## src/rtl/cache_err_pkg.sv

```systemverilog
package cache_err_pkg;

    // Avalon word addresses, one 32-bit word each; the 64-bit status register takes two
    localparam logic [2:0] ADDR_STATUS_LO = 3'h0;
    localparam logic [2:0] ADDR_STATUS_HI = 3'h1;
    localparam logic [2:0] ADDR_IRQ_STATUS = 3'h2;
    localparam logic [2:0] ADDR_IRQ_MASK = 3'h3;
    localparam logic [2:0] ADDR_CONTROL = 3'h4;

    // Field positions in the 64-bit status register
    localparam int TAG_CODE_LSB = 16;
    localparam int DATA_CODE_LSB = 18;
    localparam int ORIGIN_BIT = 20;
    localparam int BAD_IRQ_BIT = 21;
    localparam int COUNT_LSB = 32;
    localparam int VALID_LSB = 57;

    localparam logic [7:0] COUNT_MAX = 8'hff;
    localparam logic [7:0] COUNT_RESET = 8'h00;
    localparam logic [1:0] CODE_NONE = 2'h0;
    localparam logic [15:0] MCA_CODE_RESET = 16'h0000;
    localparam logic [6:0] VALID_RESET = 7'h00;
    localparam logic [2:0] IRQ_RESET = 3'h0;

    // Interrupt status / mask bit positions
    localparam int IRQ_ERR_BIT = 0;
    localparam int IRQ_SAT_BIT = 1;
    localparam int IRQ_BAD_BIT = 2;

    localparam logic [31:0] UNMAPPED_DATA = 32'h0000_0000;

    typedef struct packed {
        logic valid;
        logic [15:0] mca_code;
        logic [1:0] tag_code;
        logic [1:0] data_code;
        logic third_level;
        logic bad_irq_space_access;
        logic [6:0] validity;
    } cache_err_event_t;

    typedef struct packed {
        logic [6:0] validity;
        logic [16:0] resv_hi;
        logic [7:0] count;
        logic [9:0] resv_lo;
        logic bad_irq_space_access;
        logic third_level_cache_origin;
        logic [1:0] data_code;
        logic [1:0] tag_code;
        logic [15:0] mca_code;
    } cache_machine_check_status_t;

    typedef enum logic [1:0] {
        BUS_IDLE,
        BUS_ANSWER
    } bus_state_t;

endpackage

```

## src/rtl/cache_error_status_encoder.sv

```systemverilog
`timescale 1ns/100ps
// Notes on behaviour
// - Tag error code in bits 17:16
// - Data error code in bits 19:18
// - Bit 20: one for third-level, zero second-level
// - Bit 21 flags write-back interrupt-space access
// - Counter starts 0, increments from the second logged error on, saturates 255
// - Reset returns counter to initial state
module cache_error_status_encoder
    import cache_err_pkg::*;
(
    input wire logic core_clk,
    input wire logic rst_b,
    input wire cache_err_pkg::cache_err_event_t err_in,
    input wire logic [2:0] avs_address,
    input wire logic avs_read,
    input wire logic avs_write,
    input wire logic [31:0] avs_writedata,
    input wire logic [3:0] avs_byteenable,
    output logic [31:0] avs_readdata,
    output logic avs_waitrequest,
    output logic irq
);
    import cache_err_pkg::*;

    cache_machine_check_status_t status_q, status_d;
    logic [7:0] count_q;
    logic saturate_pulse_q;
    logic [2:0] irq_status_q, irq_status_d;
    logic [2:0] irq_mask_q, irq_mask_d;
    logic capture_en_q, capture_en_d;
    logic irq_q, irq_d;
    bus_state_t bus_q, bus_d;
    logic [31:0] rdata_q, rdata_d;
    logic wait_q, wait_d;
    logic take_err;
    logic wr_hit;

    assign take_err = err_in.valid && capture_en_q;
    assign wr_hit = (bus_q == BUS_ANSWER) && avs_write;

    err_counter u_counter (
        .core_clk(core_clk),
        .rst_b(rst_b),
        .bump(take_err),
        .count_q(count_q),
        .seen_q(),
        .saturate_pulse_q(saturate_pulse_q)
    );

    // Status capture: the latest logged error overwrites the fields
    always_comb begin
        status_d = status_q;
        if (take_err) begin
            status_d.mca_code = err_in.mca_code;
            status_d.tag_code = err_in.tag_code;
            status_d.data_code = err_in.data_code;
            status_d.third_level_cache_origin = err_in.third_level;
            status_d.bad_irq_space_access = err_in.bad_irq_space_access;
            status_d.validity = err_in.validity;
        end
        status_d.count = count_q;
        status_d.resv_lo = '0;
        status_d.resv_hi = '0;
    end

    always_ff @(posedge core_clk or negedge rst_b) begin
        if (!rst_b) begin
            status_q <= '0;
        end else begin
            status_q <= status_d;
        end
    end

    // Interrupt status, mask and control; set wins over a write-one clear
    always_comb begin
        irq_status_d = irq_status_q;
        irq_mask_d = irq_mask_q;
        capture_en_d = capture_en_q;
        if (wr_hit && avs_byteenable[0]) begin
            case (avs_address)
                ADDR_IRQ_STATUS: irq_status_d = irq_status_q & ~avs_writedata[2:0];
                ADDR_IRQ_MASK: irq_mask_d = avs_writedata[2:0];
                ADDR_CONTROL: capture_en_d = avs_writedata[0];
                default: begin
                end
            endcase
        end
        if (take_err) begin
            irq_status_d[IRQ_ERR_BIT] = 1'b1;
        end
        if (saturate_pulse_q) begin
            irq_status_d[IRQ_SAT_BIT] = 1'b1;
        end
        if (take_err && err_in.bad_irq_space_access) begin
            irq_status_d[IRQ_BAD_BIT] = 1'b1;
        end
        irq_d = |(irq_status_d & irq_mask_d);
    end

    always_ff @(posedge core_clk or negedge rst_b) begin
        if (!rst_b) begin
            irq_status_q <= IRQ_RESET;
            irq_mask_q <= IRQ_RESET;
            capture_en_q <= 1'b1;
            irq_q <= 1'b0;
        end else begin
            irq_status_q <= irq_status_d;
            irq_mask_q <= irq_mask_d;
            capture_en_q <= capture_en_d;
            irq_q <= irq_d;
        end
    end

    // Avalon slave: request seen in idle, answered one cycle later
    always_comb begin
        bus_d = bus_q;
        rdata_d = rdata_q;
        wait_d = 1'b1;
        case (bus_q)
            BUS_IDLE: begin
                if (avs_read || avs_write) begin
                    bus_d = BUS_ANSWER;
                    wait_d = 1'b0;
                    case (avs_address)
                        ADDR_STATUS_LO: rdata_d = status_q[31:0];
                        ADDR_STATUS_HI: rdata_d = status_q[63:32];
                        ADDR_IRQ_STATUS: rdata_d = {29'h0, irq_status_q};
                        ADDR_IRQ_MASK: rdata_d = {29'h0, irq_mask_q};
                        ADDR_CONTROL: rdata_d = {31'h0, capture_en_q};
                        default: rdata_d = UNMAPPED_DATA;
                    endcase
                end
            end
            BUS_ANSWER: begin
                bus_d = BUS_IDLE;
            end
            default: begin
                bus_d = BUS_IDLE;
            end
        endcase
    end

    always_ff @(posedge core_clk or negedge rst_b) begin
        if (!rst_b) begin
            bus_q <= BUS_IDLE;
            rdata_q <= UNMAPPED_DATA;
            wait_q <= 1'b1;
        end else begin
            bus_q <= bus_d;
            rdata_q <= rdata_d;
            wait_q <= wait_d;
        end
    end

    assign avs_readdata = rdata_q;
    assign avs_waitrequest = wait_q;
    assign irq = irq_q;
endmodule

```

## src/rtl/err_counter.sv

```systemverilog
`timescale 1ns/100ps
module err_counter
    import cache_err_pkg::*;
(
    input wire logic core_clk,
    input wire logic rst_b,
    input wire logic bump,
    output logic [7:0] count_q,
    output logic seen_q,
    output logic saturate_pulse_q
);
    logic [7:0] count_d;
    logic seen_d;
    logic saturate_pulse_d;

    always_comb begin
        count_d = count_q;
        seen_d = seen_q;
        saturate_pulse_d = 1'b0;
        if (bump) begin
            seen_d = 1'b1;
            if (seen_q && count_q != COUNT_MAX) begin
                count_d = count_q + 8'h01;
                saturate_pulse_d = (count_q == COUNT_MAX - 8'h01);
            end
        end
    end

    always_ff @(posedge core_clk or negedge rst_b) begin
        if (!rst_b) begin
            count_q <= COUNT_RESET;
            seen_q <= 1'b0;
            saturate_pulse_q <= 1'b0;
        end else begin
            count_q <= count_d;
            seen_q <= seen_d;
            saturate_pulse_q <= saturate_pulse_d;
        end
    end
endmodule

```

## config.mk

```make
export PLATFORM = sky130hd
export DESIGN_NAME = cache_error_status_encoder
export DESIGN_NICKNAME = d
export VERILOG_FILES = /design/src/rtl/cache_err_pkg.sv /design/src/rtl/cache_error_status_encoder.sv /design/src/rtl/err_counter.sv
export SDC_FILE = /design/constraint.sdc
export NUM_CORES = 1
export LEC_CHECK = 0
export BUFFER_PORTS_ARGS = -buffer_cell sky130_fd_sc_hd__buf_2
export CAP_MARGIN = 20
export CELL_PAD_IN_SITES_DETAIL_PLACEMENT = 0
export CELL_PAD_IN_SITES_GLOBAL_PLACEMENT = 1
export CORE_MARGIN = 2
export CORE_UTILIZATION = 41
export CTS_BUF_LIST = sky130_fd_sc_hd__clkbuf_4 sky130_fd_sc_hd__clkbuf_8
export DETAILED_ROUTE_END_ITERATION = 10
export HOLD_SLACK_MARGIN = 0.02
export PLACE_DENSITY_LB_ADDON = 0.1
export SETUP_SLACK_MARGIN = 0.05
export SLEW_MARGIN = 20
export SYNTH_ARGS = -nofsm -noshare
export SYNTH_HDL_FRONTEND = slang
export SYNTH_SLANG_ARGS = --single-unit
```

## constraint.sdc

```tcl
create_clock -name core_clk -period 1.75 [get_ports core_clk]
set_input_delay 0.0875 -clock core_clk [delete_from_list [all_inputs] [get_ports core_clk]]
set_output_delay 0.0875 -clock core_clk [all_outputs]
set_load 0.01 [all_outputs]
```

==> Yosys cells after proc, flatten, opt, wreduce, memory -nomap -nowiden <==
Index checks and enable logic that the tools add are counted.
{ "classes": {"bitwise": 3, "addsub": 1, "reduce_logical": 12, "muxes": 14, "eq_ne": 8} }
{ "op_table": {"columns": ["cell", "count"], "rows": [
  ["$pmux 32 s5", 1],
  ["$mux 3", 4],
  ["$add 8x1->8 const B", 1],
  ["$eq 8x8->1 const B", 1],
  ["$ne 8x8->1 const B", 1],
  ["$mux 1", 7],
  ["$and 3x3->3", 2],
  ["$eq 3x2->1 const B", 2],
  ["$reduce_and 2->1", 3],
  ["$logic_and 1x1->1", 5],
  ["$mux 2", 2],
  ["$eq 3x1->1 const B", 1],
  ["$eq 3x3->1 const B", 1],
  ["$logic_not 3->1", 1],
  ["$not 3->3", 1],
  ["$reduce_or 3->1", 1],
  ["$eq 2x1->1 const B", 1],
  ["$logic_not 2->1", 1],
  ["$ne 2x2->1 const B", 1],
  ["$logic_or 1x1->1", 1]
]} }
{ "word_totals": {"ff_bits": 90, "out_inout_bits": 34, "word_cells": 55} }

==> Depth between registers and ports, before layout <==
{ "depth": {"depth_word": 7, "depth_mapped": 6, "depth_no_buf": 5} }

==> Hierarchy <==
From an unflattened synthesis, not the netlist that was laid out.
{ "hier_totals": {"hier_cells": 263, "area_unflattened_um2": 3532.1} }
{ "by_module_without_submodules": {"columns": ["mod", "cells_per_inst", "seq_area_each_um2", "instances", "area_per_inst_um2"], "rows": [
  ["cache_error_status_encoder", 218, 1904.3, 1, 3056.7],
  ["err_counter", 45, 250.2, 1, 475.5]
]} }

==> Worst setup path after synthesis <==
Ideal clock, no wire load.
{ "synth_timing": {"path_kind": "register to register", "startpoint": "register capture_en_q", "endpoint": "register u_counter.count_q[4]", "stages_incl_launch_ff": 5, "setup_time_ps": 79, "path_slack_ps": 412, "arrival_ps": 1258, "path_buffers": 0, "cell_sequence": "dfstp_2 > nand3_4 > a311oi_4 > and3_1 > xor2_1"} }
{ "synth_via": {"elab_chain_len": 2} }
{ "synth_rtl": {"columns": ["element", "line", "rtl"], "rows": [
  ["from (decl)", "cache_error_status_encoder.sv:31", "logic capture_en_q, capture_en_d;"],
  ["from (signal assigned)", "cache_error_status_encoder.sv:110", "capture_en_q <= capture_en_d;"],
  ["$logic_and 1x1->1", "cache_error_status_encoder.sv:39", "assign take_err = err_in.valid && capture_en_q;"],
  ["$reduce_and 2->1 (no source line)", null, null],
  ["to (signal assigned)", "err_counter.sv:35", "count_q <= count_d;"],
  ["to (decl)", "err_counter.sv:8", "output logic [7:0] count_q,"]
]} }
No other way between the ends.
A chain may end at the register's enable or synchronous reset.

==> Final worst setup path <==
{ "layout_timing": {"startpoint": "register capture_en_q", "endpoint": "register irq_q, in the netlist irq"} }
{ "layout_via": {"elab_chain_len": 5, "elab_cells_between_ends": 6, "cone_classes": "mux: 2; bitwise: 1; reduce/logical: 3"} }
{ "layout_rtl": {"columns": ["element", "line", "rtl"], "rows": [
  ["$logic_and 1x1->1 (*)", "cache_error_status_encoder.sv:39", null],
  ["$logic_and 1x1->1", "cache_error_status_encoder.sv:95", "if (take_err && err_in.bad_irq_space_access) begin"],
  ["$mux 1", "cache_error_status_encoder.sv:95", null],
  ["$and 3x3->3 (*)", "cache_error_status_encoder.sv:98", "irq_d = |(irq_status_d & irq_mask_d);"],
  ["$reduce_or 3->1 (*)", "cache_error_status_encoder.sv:98", null],
  ["net irq_d", "cache_error_status_encoder.sv:32", "logic irq_q, irq_d;"],
  ["to (signal assigned)", "cache_error_status_encoder.sv:111", "irq_q <= irq_d;"],
  ["to (decl)", "cache_error_status_encoder.sv:32", null]
]} }
The timed path passes the listed nets; every way through them passes the cells marked *.

==> results.ini <==
[yosys]
avgSynthCellArea_um2 = 11.32
yosys_warnings = 0
syn_inst = 312
synth.distinct_cells = 43
synth_area_um2 = 3533
seq_area_frac_synth_pct = 60.98
ys_ff_latch = 86
synth_flop_cell = dfrtp_1
synth_edf_count = 0
async_reset_ff_share_pct = 100.0

[worst_hold_path]
min_from = avs_writedata[1]
hp-class = input pin to flop

[timing]
worst_slack_ns = 0.2423
slew_violations = 0
fmax_mhz = 663.3
finClkSkew_ns = 0.007572
tightest_slew_ns = 0.5167
setup_tns_ns = 0
fin_crit_ns = 1.508
fin_crit_sh_pct = 86.15
setup_viol = 0
hold_viol = 0
relSlewSlack_pct = 65.56
grt_setup_unrepaired = false

[grt]
grt_pass1_vias = 2617
grt_max_degree = 40
grt_usage_pct = 17.18
antenna_found_initial = 0
grt_pass1_wl_um = 12960
grt_overflow = 0

[floorplanning]
dieArea_um2 = 9377
fp-row-count = 33
die_x_um = 96.84
pin_count = 107
start_util_pct = 42.58
die_height_um = 96.84
core-area_um2 = 8299

[clock_network]
cts_root_buf = clkbuf_8
post_cts_resized = 0
clock_latency_ns = 0.34
htree_levels = 3
cts.path.max_buffers = 2
cts-buffers-inserted = 9
cts_tree = yes
clock_sinks = 86
clk_pin_slew_ns = 0.08

[flow_run]
cap_violations = 0

[finish]
multi_input_area_um2 = 1252
nets = 493
final-seq-area_um2 = 2155
area_growth_syn_to_layout_pct = 28.51
fillers = 747
final_area_um2 = 4541
drive_above_1_share_pct = 27.42
diodes = 0

[power]
p_leak_nw = 2.360
peakVddDrop_mv = 0.5754
powerDensity_nw_per_um2 = 1181

[outcome]
status = finished clean

[worst_setup_path]
cp.arrival_ns = 1.76
cp_cell_sequence = and2_1, nand2_1, a31o_1, o221ai_1
slowest_delay_ns = 0.59
critPathKind = flop to flop
start_kind = flop
critPathRequiredTime_ns = 2.01
cpMaxStageDelayCell = dfstp_2
startpoint = capture_en_q
rr_startpoint = capture_en_q
setup.worst_path.end_class = flop
path_max_fanout = 7

[routing]
drt-vias-per-instance = 4.862
finalWirelength_um = 7601
first_pass_iters = 4
initialDrtViolationCount = 62
wl_per_cell_um = 14.40
drc = 0
vias = 2567
ant_nets = 0

[placement]
placed_cell_area_um2 = 4010
pre_cts_slack_ns = 0.2461
dp_hpwl_um = 5137
place.gp.congestion = 0.7855
io_buffer_count = 71

## per-stage QoR
step,std cells,hold WS [ns],utilization [%],power [mW]
after global routing,528,0.02576,54.71,5.732
after detailed placement,481,0.1041,48.32,3.848
after floorplan,314,-0.2081,-,3.456
after global placement,481,0.09883,48.32,3.817
after CTS,528,0.02925,54.71,5.446
final,528,0.04494,54.71,5.363
## cell usage after synthesis (all sizes together) (2+ instances only)
master  count  area [um^2]
mux2i       7        70.07
inv         9        33.78
nor3        5        40.04
nand2b      2        12.51
xnor2       3        26.28
a31o        2        17.52
mux2        2        22.52
dfstp       2        52.55
o21ai       9        45.04
nand3       6        42.54
mux4        2        45.04
a21oi       4        20.02
xor2        4        35.03
o221ai      3        26.28
nor2        4        22.52
ha          2        25.02
nand2     101        379.1
a22o       23        201.4
a21o        3        22.52
and3        2        12.51
dfrtp      84         2102
buf        12        77.57
clkbuf      6        22.52
## cells in the final DEF, fill, tap and decap left out, types with 2 or more instances in the layout
cell type,Yosys,routed
nand2_1,101,101
dfrtp_1,84,84
buf_2,5,70
dlygate4sd3_1,0,31
a22o_1,23,23
inv_1,9,9
o21ai_0,9,9
clkbuf_8,0,9
buf_4,7,9
mux2i_1,7,7
nand3_1,5,5
a21oi_1,4,4
xor2_1,4,4
a21o_1,3,3
o221ai_1,3,3
nor2_1,3,3
nor3_2,3,3
xnor2_1,3,3
conb_1,1,3
and3_1,2,2
mux2_2,2,2
nand2b_1,2,2
nor3_1,2,2
mux4_2,2,2
ha_1,2,2
dfstp_2,2,2
clkbuf_4,0,2
bufinv_16,0,2
## worst paths after layout
| path | depth (start not counted) | slack, ns | end |
|---|---|---|---|
| min in group asynchronous | 2 | 0.25 | avs_readdata[29] |
| max in group asynchronous | 3 | 0.86 | capture_en_q |
| worst max-delay path | 4 | 0.24 | irq |
| worst max register to register | 4 | 0.24 | irq |
| worst min-delay path | 3 | 0.04 | irq_status_q[1] |
| worst min register to register | 0 | 0.44 | status_q[37] |
## what timing repair did
item	4_1_cts	5_1_grt
setup buffers	0	0
hold buffers	31	0
endpoints found under the hold margin	66	0
## sequential cells by signal, indices dropped and copies added (netlist names)
signal,cells
avs_waitrequest,1
status_q,37
u_counter.seen_q,1
irq_mask_q,3
u_counter.count_q,8
irq_status_q,3
bus_q,1
avs_readdata,29
irq,1
u_counter.saturate_pulse_q,1
capture_en_q,1
## cell families (layout without fill, tap and decap cells)
family                     after synthesis  in the layout  synth area share (%)
and+or+nand+nor                        128            128                 16.68
DFF                                     86             86                 60.98
AOI/OAI and AO/OA                       50             50                 12.11
buffers and inverters                   27            136                 3.789
muxes                                   11             11                 3.895
xor gates and xnor gates                 7              7                 1.735
adders and majority gates                2              2                0.7081
other                                    1              3                0.1061
## layout make-up
class,instances,area share (%)
tap,105,2.893
sequential,86,47.45
clock buffer,11,3.059
multi-input combinational,201,27.58
clock inverter,5,1.791
timing repair buffer,111,16.48
inverter,9,0.7440
## critical path: cells and delay by family, from the launching register on
kind | cells | cell delay, ns
AOI/OAI and AO/OA | 2 | 0.42
DFF | 1 | 0.59
and+or+nand+nor | 2 | 0.41
## report_power, final
| group | total, mW | internal (mW) | leakage [nW] | switching, mW |
|---|---|---|---|---|
| logic | 1.04 | 0.488 | 1.14 | 0.554 |
| registers | 2.80 | 2.50 | 1.11 | 0.301 |
| clock network | 1.52 | 0.840 | 0.111 | 0.684 |
## per-layer routing
| metal | share of wire [%] | global-route usage (%) | wire length (um) | vias up |
|---|---|---|---|---|
| met5 | 0 | 0 | 0 | - |
| li1 | - | - | - | 1260 |
| met3 | 3.8 | 3.685 | 290 | 12 |
| met2 | 49 | 28.10 | 3697 | 62 |
| met1 | 46 | 22.88 | 3498 | 1233 |
| met4 | 1.5 | 5.634 | 114 | 0 |
Power figures use the tool's default switching activity.
